--- config.mk ---
export PLATFORM = sky130hd
export DESIGN_NAME = bom_monitor
export DESIGN_NICKNAME = d
export VERILOG_FILES = /design/src/design/bom_pkg.sv /design/src/design/bom_monitor.sv /design/src/design/bom_tick.sv
export SDC_FILE = /design/constraint.sdc
export NUM_CORES = 1
export LEC_CHECK = 0
export ABC_AREA = 1
export BUFFER_PORTS_ARGS = -buffer_cell sky130_fd_sc_hd__buf_2
export CAP_MARGIN = 40
export CORE_UTILIZATION = 40
export DETAILED_ROUTE_END_ITERATION = 10
export GPL_ROUTABILITY_DRIVEN = 0
export HOLD_SLACK_MARGIN = 0.03
export SETUP_SLACK_MARGIN = 0.5
export SLEW_MARGIN = 20
export SYNTH_ARGS = -nofsm -noshare
export SYNTH_HDL_FRONTEND = slang
export SYNTH_SLANG_ARGS = --single-unit
--- constraint.sdc ---
create_clock -name clk_sys -period 7.2 [get_ports clk_sys]
set_input_delay 1.44 -clock clk_sys [delete_from_list [all_inputs] [get_ports clk_sys]]
set_output_delay 1.44 -clock clk_sys [all_outputs]
set_load 0.01 [all_outputs]
--- src/design/bom_pkg.sv ---
package bom_pkg;

  // ****************************************
  // Clock and timing
  // ****************************************
  localparam int unsigned CLK_MHZ          = 250;
  localparam int unsigned QUAL_STEP_NS     = 500;
  localparam int unsigned QUAL_STEP_CYC    = (QUAL_STEP_NS * CLK_MHZ + 999) / 1000;
  localparam int unsigned OPEN_TICK_US       = 1000;
  localparam int unsigned OPEN_TICK_CYC      = OPEN_TICK_US * CLK_MHZ;
  localparam int unsigned OPEN_TIMEOUT_MS    = 100;
  localparam logic [6:0]  OPEN_TIMEOUT_TICKS = 7'(OPEN_TIMEOUT_MS * 1000 / OPEN_TICK_US);

  // ****************************************
  // Register map
  // ****************************************
  localparam logic [7:0]  ADDR_CONFIG = 8'h00;
  localparam logic [7:0]  ADDR_STATUS = 8'h04;
  localparam logic [7:0]  ADDR_MASK   = 8'h08;
  localparam logic [7:0]  ADDR_LIVE   = 8'h0c;

  localparam logic [15:0] CONFIG_RST  = 16'h0000;
  localparam logic [2:0]  STATUS_RST  = 3'h0;
  localparam logic [2:0]  MASK_RST    = 3'h0;

  localparam logic        MODE_DEBOUNCE = 1'b0;
  localparam logic        MODE_BLANKING = 1'b1;

  // ****************************************
  // Carriers
  // ****************************************
  typedef struct packed {
    logic [3:0] open_load_threshold_code;
    logic       test_current_select;
    logic       offstate_check_disable;
    logic       onstate_check_enable;
    logic       overcurrent_filter_mode;
    logic [3:0] overcurrent_filter_time;
    logic [3:0] overcurrent_threshold_code;
  } bom_cfg_t;

  typedef struct packed {
    logic open_load_flag;
    logic overcurrent_flag_b;
    logic overcurrent_flag_a;
  } bom_flags_t;

  typedef struct packed {
    logic gate_high_a;
    logic gate_low_a;
    logic gate_high_b;
    logic gate_low_b;
  } bom_gates_t;

endpackage : bom_pkg

--- src/design/bom_monitor.sv ---
// Function
// - Overcurrent DAC code from 4-bit field
// - One bit selects debounce or blanking
// - Debounce: time comparator while low-side on
// - Blanking: ignore comparator after low-side turn-on
// - Qualifying time is code times 500 ns
// - Overcurrent only sets sticky phase flag
// - On-state and off-state from gate drives
// - On-state check needs enable and on-state
// - Open-load DAC code from 4-bit field
// - Undercurrent timer sets open-load after 100 ms
// - Current above threshold clears fault, flag stays
// - Off-state check needs disable low, all off
// - Off-state drives terminal sink and source
// - One bit picks 100 or 400 uA
// - High terminal difference for 100 ms flags
// - Leaving off-state resets timer silently
// - Off-state fault clears, flag stays set
`timescale 1ns/1ps
`default_nettype none
module bom_monitor #(
  parameter int unsigned OPEN_TICK_CYCLES = bom_pkg::OPEN_TICK_CYC
) (
  input  wire logic              clk_sys,
  input  wire logic              sys_rst,
  input  wire logic              ce,
  input  wire logic [7:0]        reg_addr,
  input  wire logic [31:0]       reg_wdata,
  input  wire logic              reg_wr,
  input  wire logic              reg_rd,
  output logic      [31:0]       reg_rdata,
  input  wire bom_pkg::bom_gates_t gates,
  input  wire logic              oc_cmp_a,
  input  wire logic              oc_cmp_b,
  input  wire logic              sense_below_thr,
  input  wire logic              terminal_diff_high,
  output logic      [3:0]        overcurrent_threshold_code,
  output logic      [3:0]        open_load_threshold_code,
  output logic                   sink_enable,
  output logic                   source_enable,
  output logic                   test_current_select,
  output logic                   irq
);
  import bom_pkg::*;

  // ****************************************
  // Input synchronisers
  // ****************************************
  logic [3:0] pin_meta_ff;
  logic [3:0] pin_sync_ff;

  always_ff @(posedge clk_sys or posedge sys_rst)
  begin
    if (sys_rst)
    begin
      pin_meta_ff <= 4'h0;
      pin_sync_ff <= 4'h0;
    end
    else if (ce)
    begin
      pin_meta_ff <= {terminal_diff_high, sense_below_thr, oc_cmp_b, oc_cmp_a};
      pin_sync_ff <= pin_meta_ff;
    end
  end

  logic [1:0] oc_cmp;
  logic       below_s;
  logic       diff_s;
  assign oc_cmp  = pin_sync_ff[1:0];
  assign below_s = pin_sync_ff[2];
  assign diff_s  = pin_sync_ff[3];

  // ****************************************
  // Prescalers
  // ****************************************
  logic qual_tick;
  logic open_tick;

  bom_tick #(.CYCLES(QUAL_STEP_CYC)) u_qual_tick (
    .clk_sys (clk_sys),
    .sys_rst (sys_rst),
    .ce      (ce),
    .tick    (qual_tick)
  );

  bom_tick #(.CYCLES(OPEN_TICK_CYCLES)) u_open_tick (
    .clk_sys (clk_sys),
    .sys_rst (sys_rst),
    .ce      (ce),
    .tick    (open_tick)
  );

  // ****************************************
  // Configuration
  // ****************************************
  bom_cfg_t   cfg_ff;
  bom_flags_t status_ff;
  bom_flags_t mask_ff;
  logic       wr_cfg;
  logic       wr_status;
  logic       wr_mask;

  assign wr_cfg    = reg_wr && (reg_addr == ADDR_CONFIG);
  assign wr_status = reg_wr && (reg_addr == ADDR_STATUS);
  assign wr_mask   = reg_wr && (reg_addr == ADDR_MASK);

  always_ff @(posedge clk_sys or posedge sys_rst)
  begin
    if (sys_rst)
      cfg_ff <= CONFIG_RST;
    else if (ce && wr_cfg)
      cfg_ff <= bom_cfg_t'(reg_wdata[15:0]);
  end

  always_ff @(posedge clk_sys or posedge sys_rst)
  begin
    if (sys_rst)
      mask_ff <= MASK_RST;
    else if (ce && wr_mask)
      mask_ff <= bom_flags_t'(reg_wdata[2:0]);
  end

  // ****************************************
  // Bridge state decode
  // ****************************************
  logic on_state;
  logic off_state;
  logic on_active;
  logic off_active;
  logic [1:0] low_on;

  assign on_state   = (gates.gate_high_a && gates.gate_low_b) ||
                      (gates.gate_high_b && gates.gate_low_a);
  assign off_state  = !(gates.gate_high_a || gates.gate_low_a ||
                        gates.gate_high_b || gates.gate_low_b);
  assign on_active  = cfg_ff.onstate_check_enable && on_state;
  assign off_active = !cfg_ff.offstate_check_disable && off_state;
  assign low_on     = {gates.gate_low_b, gates.gate_low_a};

  // ****************************************
  // Overcurrent qualifiers
  // ****************************************
  logic [1:0] oc_evt;

  for (genvar ph = 0; ph < 2; ph++)
  begin : g_phase
    logic [3:0] qual_cnt_ff;
    logic       low_prev_ff;
    logic       blank_busy;

    assign blank_busy = (qual_cnt_ff != 4'h0);

    always_ff @(posedge clk_sys or posedge sys_rst)
    begin
      if (sys_rst)
      begin
        qual_cnt_ff <= 4'h0;
        low_prev_ff <= 1'b0;
      end
      else if (ce)
      begin
        low_prev_ff <= low_on[ph];
        if (cfg_ff.overcurrent_filter_mode == MODE_DEBOUNCE)
        begin
          if (!(oc_cmp[ph] && low_on[ph]))
            qual_cnt_ff <= 4'h0;
          else if (qual_tick && qual_cnt_ff != cfg_ff.overcurrent_filter_time)
            qual_cnt_ff <= qual_cnt_ff + 4'h1;
        end
        else
        begin
          if (low_on[ph] && !low_prev_ff)
            qual_cnt_ff <= cfg_ff.overcurrent_filter_time;
          else if (qual_tick && blank_busy)
            qual_cnt_ff <= qual_cnt_ff - 4'h1;
        end
      end
    end

    always_comb
    begin
      if (cfg_ff.overcurrent_filter_mode == MODE_DEBOUNCE)
        oc_evt[ph] = oc_cmp[ph] && low_on[ph] &&
                     (qual_cnt_ff == cfg_ff.overcurrent_filter_time);
      else
        oc_evt[ph] = oc_cmp[ph] && !blank_busy &&
                     !(low_on[ph] && !low_prev_ff && cfg_ff.overcurrent_filter_time != 4'h0);
    end
  end

  // ****************************************
  // On-state open load
  // ****************************************
  logic [6:0] on_cnt_ff;
  logic       on_fault_ff;
  logic       on_evt;

  assign on_evt = on_active && below_s && (on_cnt_ff == OPEN_TIMEOUT_TICKS) && !on_fault_ff;

  always_ff @(posedge clk_sys or posedge sys_rst)
  begin
    if (sys_rst)
      on_cnt_ff <= 7'h00;
    else if (ce)
    begin
      if (!(on_active && below_s))
        on_cnt_ff <= 7'h00;
      else if (open_tick && on_cnt_ff != OPEN_TIMEOUT_TICKS)
        on_cnt_ff <= on_cnt_ff + 7'h01;
    end
  end

  always_ff @(posedge clk_sys or posedge sys_rst)
  begin
    if (sys_rst)
      on_fault_ff <= 1'b0;
    else if (ce)
    begin
      if (on_evt)
        on_fault_ff <= 1'b1;
      else if (on_active && !below_s)
        on_fault_ff <= 1'b0;
    end
  end

  // ****************************************
  // Off-state open load
  // ****************************************
  logic [6:0] off_cnt_ff;
  logic       off_fault_ff;
  logic       off_evt;

  assign off_evt = off_active && diff_s && (off_cnt_ff == OPEN_TIMEOUT_TICKS) && !off_fault_ff;

  always_ff @(posedge clk_sys or posedge sys_rst)
  begin
    if (sys_rst)
      off_cnt_ff <= 7'h00;
    else if (ce)
    begin
      if (!(off_active && diff_s))
        off_cnt_ff <= 7'h00;
      else if (open_tick && off_cnt_ff != OPEN_TIMEOUT_TICKS)
        off_cnt_ff <= off_cnt_ff + 7'h01;
    end
  end

  always_ff @(posedge clk_sys or posedge sys_rst)
  begin
    if (sys_rst)
      off_fault_ff <= 1'b0;
    else if (ce)
    begin
      if (off_evt)
        off_fault_ff <= 1'b1;
      else if (!(off_active && diff_s))
        off_fault_ff <= 1'b0;
    end
  end

  // ****************************************
  // Sticky flags and interrupt
  // ****************************************
  bom_flags_t set_evt;
  bom_flags_t nxt_status;

  assign set_evt = {on_evt || off_evt, oc_evt[1], oc_evt[0]};

  always_comb
  begin
    nxt_status = status_ff;
    if (wr_status)
      nxt_status = status_ff & ~bom_flags_t'(reg_wdata[2:0]);
    nxt_status = nxt_status | set_evt;
  end

  always_ff @(posedge clk_sys or posedge sys_rst)
  begin
    if (sys_rst)
    begin
      status_ff <= STATUS_RST;
      irq       <= 1'b0;
    end
    else if (ce)
    begin
      status_ff <= nxt_status;
      irq       <= |(nxt_status & mask_ff);
    end
  end

  // ****************************************
  // Analog control outputs
  // ****************************************
  always_ff @(posedge clk_sys or posedge sys_rst)
  begin
    if (sys_rst)
    begin
      overcurrent_threshold_code <= 4'h0;
      open_load_threshold_code   <= 4'h0;
      sink_enable                <= 1'b0;
      source_enable              <= 1'b0;
      test_current_select        <= 1'b0;
    end
    else if (ce)
    begin
      overcurrent_threshold_code <= cfg_ff.overcurrent_threshold_code;
      open_load_threshold_code   <= cfg_ff.open_load_threshold_code;
      sink_enable                <= off_active;
      source_enable              <= off_active;
      test_current_select        <= cfg_ff.test_current_select;
    end
  end

  // ****************************************
  // Register read
  // ****************************************
  always_ff @(posedge clk_sys or posedge sys_rst)
  begin
    if (sys_rst)
      reg_rdata <= 32'h0000_0000;
    else if (ce)
    begin
      reg_rdata <= 32'h0000_0000;
      if (reg_rd)
      begin
        unique case (reg_addr)
          ADDR_CONFIG: reg_rdata <= {16'h0000, cfg_ff};
          ADDR_STATUS: reg_rdata <= {29'h0000_0000, status_ff};
          ADDR_MASK:   reg_rdata <= {29'h0000_0000, mask_ff};
          ADDR_LIVE:   reg_rdata <= {28'h000_0000, off_active, on_active, off_fault_ff, on_fault_ff};
          default:     reg_rdata <= 32'h0000_0000;
        endcase
      end
    end
  end
endmodule : bom_monitor
`default_nettype wire

--- src/design/bom_tick.sv ---
`timescale 1ns/1ps
`default_nettype none
module bom_tick #(
  parameter int unsigned CYCLES = 125
) (
  input  wire logic clk_sys,
  input  wire logic sys_rst,
  input  wire logic ce,
  output logic      tick
);
  localparam int unsigned W = (CYCLES > 1) ? $clog2(CYCLES) : 1;
  localparam logic [W-1:0] LAST = W'(CYCLES - 1);

  logic [W-1:0] cnt_ff;

  // ****************************************
  // Free running prescaler
  // ****************************************
  always_ff @(posedge clk_sys or posedge sys_rst)
  begin
    if (sys_rst)
    begin
      cnt_ff <= '0;
      tick   <= 1'b0;
    end
    else if (ce)
    begin
      tick <= (cnt_ff == LAST);
      if (cnt_ff == LAST)
        cnt_ff <= '0;
      else
        cnt_ff <= cnt_ff + W'(1);
    end
  end
endmodule : bom_tick
`default_nettype wire

=== Word-level counts from Yosys, hierarchy flattened ===
Index checks and enable logic that the tools add are counted.

* Bits in registers: 126
* Output and inout port bits: 44
* Word-level logic and storage cells: 152

* $add $sub $neg: 8
* Equality and inequality tests: 20
* Mux-type cells: 25
* Bitwise gates (word level): 4
* Reduce and logical (&&, ||, !) cells: 62

{| class="wikitable"
|+ Operators by type and width
! operator !! number
|-
| 16-bit one-hot mux with 4 select lines || 1
|-
| 4-bit 2-to-1 mux || 10
|-
| 7-bit 2-to-1 mux || 5
|-
| 1-bit logical AND || 34
|-
| 7-bit by 1-bit adder with 7-bit output (second input constant) || 3
|-
| 7-bit == test (second input constant) || 3
|-
| 18-bit by 1-bit adder with 18-bit output (second input constant) || 1
|-
| 18-bit == test (second input constant) || 1
|-
| 18-bit 2-to-1 mux || 1
|-
| 8-bit by 4-bit == test with 1-bit output (second input constant) || 2
|-
| 16-bit 2-to-1 mux || 1
|-
| 7-bit != test (second input constant) || 2
|-
| 4-bit nonzero test || 3
|-
| 1-bit logical NOT || 11
|-
| 4-bit by 1-bit adder with 4-bit output (second input constant) || 2
|-
| 4-bit == test || 2
|-
| 8-bit by 3-bit == test with 1-bit output (second input constant) || 1
|-
| 8-bit logical NOT || 1
|-
| 4-bit != test || 2
|-
| 2-bit AND reduction || 4
|-
| 4-bit by 1-bit subtractor with 4-bit output (second input constant) || 2
|-
| 3-bit bitwise AND || 2
|-
| 1-bit 2-to-1 mux || 6
|-
| 3-bit by 1-bit != test with 1-bit output (second input constant) || 2
|-
| 10 further kinds || 17
|}

=== Depth between registers and ports, before layout ===
* Depth in word-level cells: 12
* Depth in mapped cells: 13
* Gate-level depth less buffers: 13

=== Modules after synthesis ===
From an unflattened synthesis, not the netlist that was laid out.

* Cell total of the unflattened synthesis: 776
* Area, all modules: 5970.7 µm²

{| class="wikitable"
|+ Modules (own cells, without submodules)
! module !! instances !! cells an instance !! area each (µm²) !! seq. area each (µm²)
|-
| bom_monitor || 1 || 567 || 4439.3 || 2077.0
|-
| bom_tick at u_open_tick || 1 || 153 || 1087.3 || 475.5
|-
| bom_tick at u_qual_tick || 1 || 56 || 444.2 || 200.2
|}

=== Least setup slack after synthesis ===
Ideal clock, no wire load.

* Kind: input to register
* Start point: input port reg_addr[7]
* End point: register cfg_ff[3] (netlist name)
* Library setup time: 0.116 ns
* Arrival: 2.476 ns
* Data required time: 7.084 ns
* Path slack: 4.607 ns
* Cell stages on the path: 8
* Cell sequence: nor2_1 -> nand2_1 -> nor4_4 -> nand2_2 -> buf_6 -> buf_6 -> nand2_1 -> nand2_1

* Cells in the longest elaborated chain, start to end: 3

{| class="wikitable"
|+ Ends and longest elaborated chain
! what !! RTL line !! RTL
|-
| start: declaration || bom_monitor.sv:27 || <nowiki>input wire logic [7:0] reg_addr,</nowiki>
|-
| 8-bit logical NOT || bom_monitor.sv:103 || <nowiki>assign wr_cfg = reg_wr && (reg_addr == ADDR_CONFIG);</nowiki>
|-
| 1-bit logical AND || bom_monitor.sv:103 ||
|-
| 1-bit logical AND || bom_monitor.sv:111 || <nowiki>else if (ce && wr_cfg)</nowiki>
|-
| end signal: assignment || bom_monitor.sv:112 || <nowiki>cfg_ff <= bom_cfg_t'(reg_wdata[15:0]);</nowiki>
|-
| end: declaration || bom_monitor.sv:96 || <nowiki>bom_cfg_t cfg_ff;</nowiki>
|}

No other way between the ends.
A chain may end at the register's enable or synchronous reset.

==> flow_summary.toml <==
[outcome]
outcome = "completed"

[timing]
fin_setup_tns_ps = 0
relSlewSlack_pct = 55.85
final_max_slew_viol_count = 0
worstMarginPinSlew_ps = 656.2
grt_setup_unrepaired = "false"
skew_ps = 4.535
finalHoldViolCount = 0
setup_viol = 0
max_freq_ghz = 0.3009
finalCritPeriodShare_pct = 46.16
min_period_ps = 3323

[clock_network]
root_buffer = "clkbuf_16"
cts_tree = "yes"
h-tree-depth = 3
post_cts_buffers = 0
cts_resized = 0
cts_hold_buf = 0
cts_sinks = 110
cts_buffers = 9
clk_latency_ps = 350
clkTransAtPathRegs_ps = 70
clockBufferDepth = 2

[global_routing]
track_usage_pct = 19.34
overflow = 0
grt_pass1_vias = 4642
antenna_found_initial = 0
grt_max_degree = 54
grt_pass1_wl_mm = 22.41

[worst_setup_path]
path_common_cell = "buf_4"
r2r_cells = 12
r2r_end = "off_cnt_ff[6]$_DFFE_PP0P_"
timing.rr.start = "off_cnt_ff[0]$_DFFE_PP0P_"
path_buf_inv = 4
cp-start-kind = "primary input"
critPathSlowestCell = "nor4_1"
cpLargestDelayFamily = "buffers and inverters"
cp_max_fo = 53
critPathCaptureType = "register"
ff2ff_setup_slack_ps = 5410
critPathRequiredTime_ps = 7490
max_stage_delay_ps = 650
path_class = "in2reg"
worstPathArrival_ps = 3610
cp_cell_sequence = "buf_2 > buf_4 > inv_1 > buf_4 > nor4_1 > o21ai_0 > nand2_1"

[drt]
drtIter0Drc = 333
vias = 4861
wirelength_mm = 13.30
via_per_inst = 4.851
first_pass_iters = 5
antenna_left = 0
drc_errors = 0
wire_per_inst_microns = 13.28

[synth]
yosys-top-cells-area = "dfrtp_1 47%, nand2_1 13%, inv_1 6.7%"
synth_seq_cells = 110
yosysTopAreaCellShare_pct = 47.34
synth_area_sq_um = 5814
syn_inst = 757
yosysTopAreaCell = "dfrtp_1"
postSynthAreaPerCell_sq_um = 7.681
synth.distinct_cells = 30
synth-seq-area-share_pct = 47.34
synth_warnings = 0

[flow_run]
drv_cap = 0

[floorplan]
start_util_pct = 41.41
core_sq_um = 14040
pin_count = 97
die_h_microns = 122.6
die_x_microns = 122.6
die_area_sq_um = 15020
rows = 43

[finish]
layout_common_cells = "207 x nand2_1, 110 x dfrtp_1, 103 x inv_1"
diodes = 0
final_area_sq_um = 6533
drive_gt1_share_pct = 10.71
fillers = 1400
nets = 885
area_delta_synth_final_pct = 12.35
final_common_cell = "nand2_1"
stdcell_count = 1002

[power]
power.density_nw_per_um2 = 242.7
p_leak_nw = 3.416
peakVddDrop_mv = 0.1167

[place]
dpl.cell_count = 988
placed_cell_area_sq_um = 6259
port-buffer-count = 64
hpwl_mm = 9.624

[worst_hold_path]
min_path_type = "reg2reg"
hp-start = "overcurrent_threshold_code[3]$_DFFE_PP0P_"
hold_end = "overcurrent_threshold_code[3]$_DFFE_PP0P_"
hold-path-cell-count = 2
Yosys cell counts:
cell / count
a21oi_1: 28
a22oi_1: 3
a31oi_1: 4
a32oi_1: 3
and3_1: 1
buf_1: 3
buf_2: 3
buf_4: 17
buf_6: 2
clkbuf_1: 7
conb_1: 1
dfrtp_1: 110
ha_1: 13
inv_1: 104
nand2_1: 207
nand2_2: 1
nand3_1: 42
nand4_1: 11
nor2_1: 72
nor3_1: 26
nor3b_1: 2
nor4_1: 8
nor4_4: 1
o211ai_1: 1
o21ai_0: 59
o22ai_1: 2
o31ai_1: 2
or2_2: 3
xnor2_1: 5
xor2_1: 16
kinds of logic (layout without fill, tap and decap cells):
family,Yosys count,in the layout,synth area share (%)
DFF,110,110,47.34
buffers and inverters,136,186,10.20
other,1,16,0.06450
and+or+nand+nor,374,374,27.07
AOI/OAI and AO/OA,102,102,9.361
adders and majority gates,13,13,2.798
xor gates and xnor gates,21,21,3.163
layout make-up:
type | count | area (sq um) | area share (%)
clock inverters | 3 | 21.27 | 0.3256
clock buffers | 11 | 252.7 | 3.869
inverters | 104 | 392.9 | 6.014
flip-flops and latches | 110 | 2753 | 42.14
multi-input cells | 526 | 2525 | 38.65
well taps | 180 | 225.2 | 3.448
repair buffers | 68 | 362.8 | 5.554
stage by stage:
step / worst slack [ps] / hold slack [ps] / util (%) / total power, mW
after floorplan: 2858 / 442.2 / - / 1.035
after global placement: 3495 / 451.4 / 44.43 / 1.115
after detailed placement: 3485 / 455.8 / 44.57 / 1.122
after CTS: 3863 / 474.3 / 46.52 / 1.606
after global routing: 3641 / 508.1 / 46.52 / 1.693
final: 3877 / 468.6 / 46.52 / 1.586
per-layer routing:
layer	GRT usage [%]	wire length, microns	vias up
li1	-	-	2503
met4	5.945	111	0
met3	4.368	567	8
met2	30.20	6100	98
met1	26.65	6525	2252
met5	0	0	-
flip-flops by register name, summed over array words and instances, names as in the netlist, 2 cells and up:
signal	cells
open_load_threshold_code	4
mask_ff	3
overcurrent_threshold_code	4
g_phase.qual_cnt_ff	8
pin_sync_ff	4
u_qual_tick.cnt_ff	7
pin_meta_ff	4
on_cnt_ff	7
u_open_tick.cnt_ff	18
status_ff	3
reg_rdata	16
off_cnt_ff	7
g_phase.low_prev_ff	2
cfg_ff	16
power breakdown:
part	internal (mW)	switching, mW
registers	0.694	0.0810
logic	0.133	0.202
clock network	0.250	0.225
tightest hold or removal path, delay by kind of cell, from the launching register on:
family | cells | cell delay, ps
flops | 1 | 340
simple gates | 2 | 90
how the worst max path moves through the flow:
stage,slack [ps],start,cells after the start,end
3_5_place_dp,3490,ce,7,reg_rdata[1]$_DFFE_PP0P_
5_1_grt,3640,ce,7,reg_rdata[1]$_DFFE_PP0P_
3_3_place_gp,3500,ce,7,reg_rdata[0]$_DFFE_PP0P_
2_1_floorplan,2860,sys_rst,1,cfg_ff[0]$_DFFE_PP0P_
4_1_cts,3860,ce,7,reg_rdata[1]$_DFFE_PP0P_
6_report,3880,ce,7,reg_rdata[1]$_DFFE_PP0P_
Power figures use the tool's default switching activity.
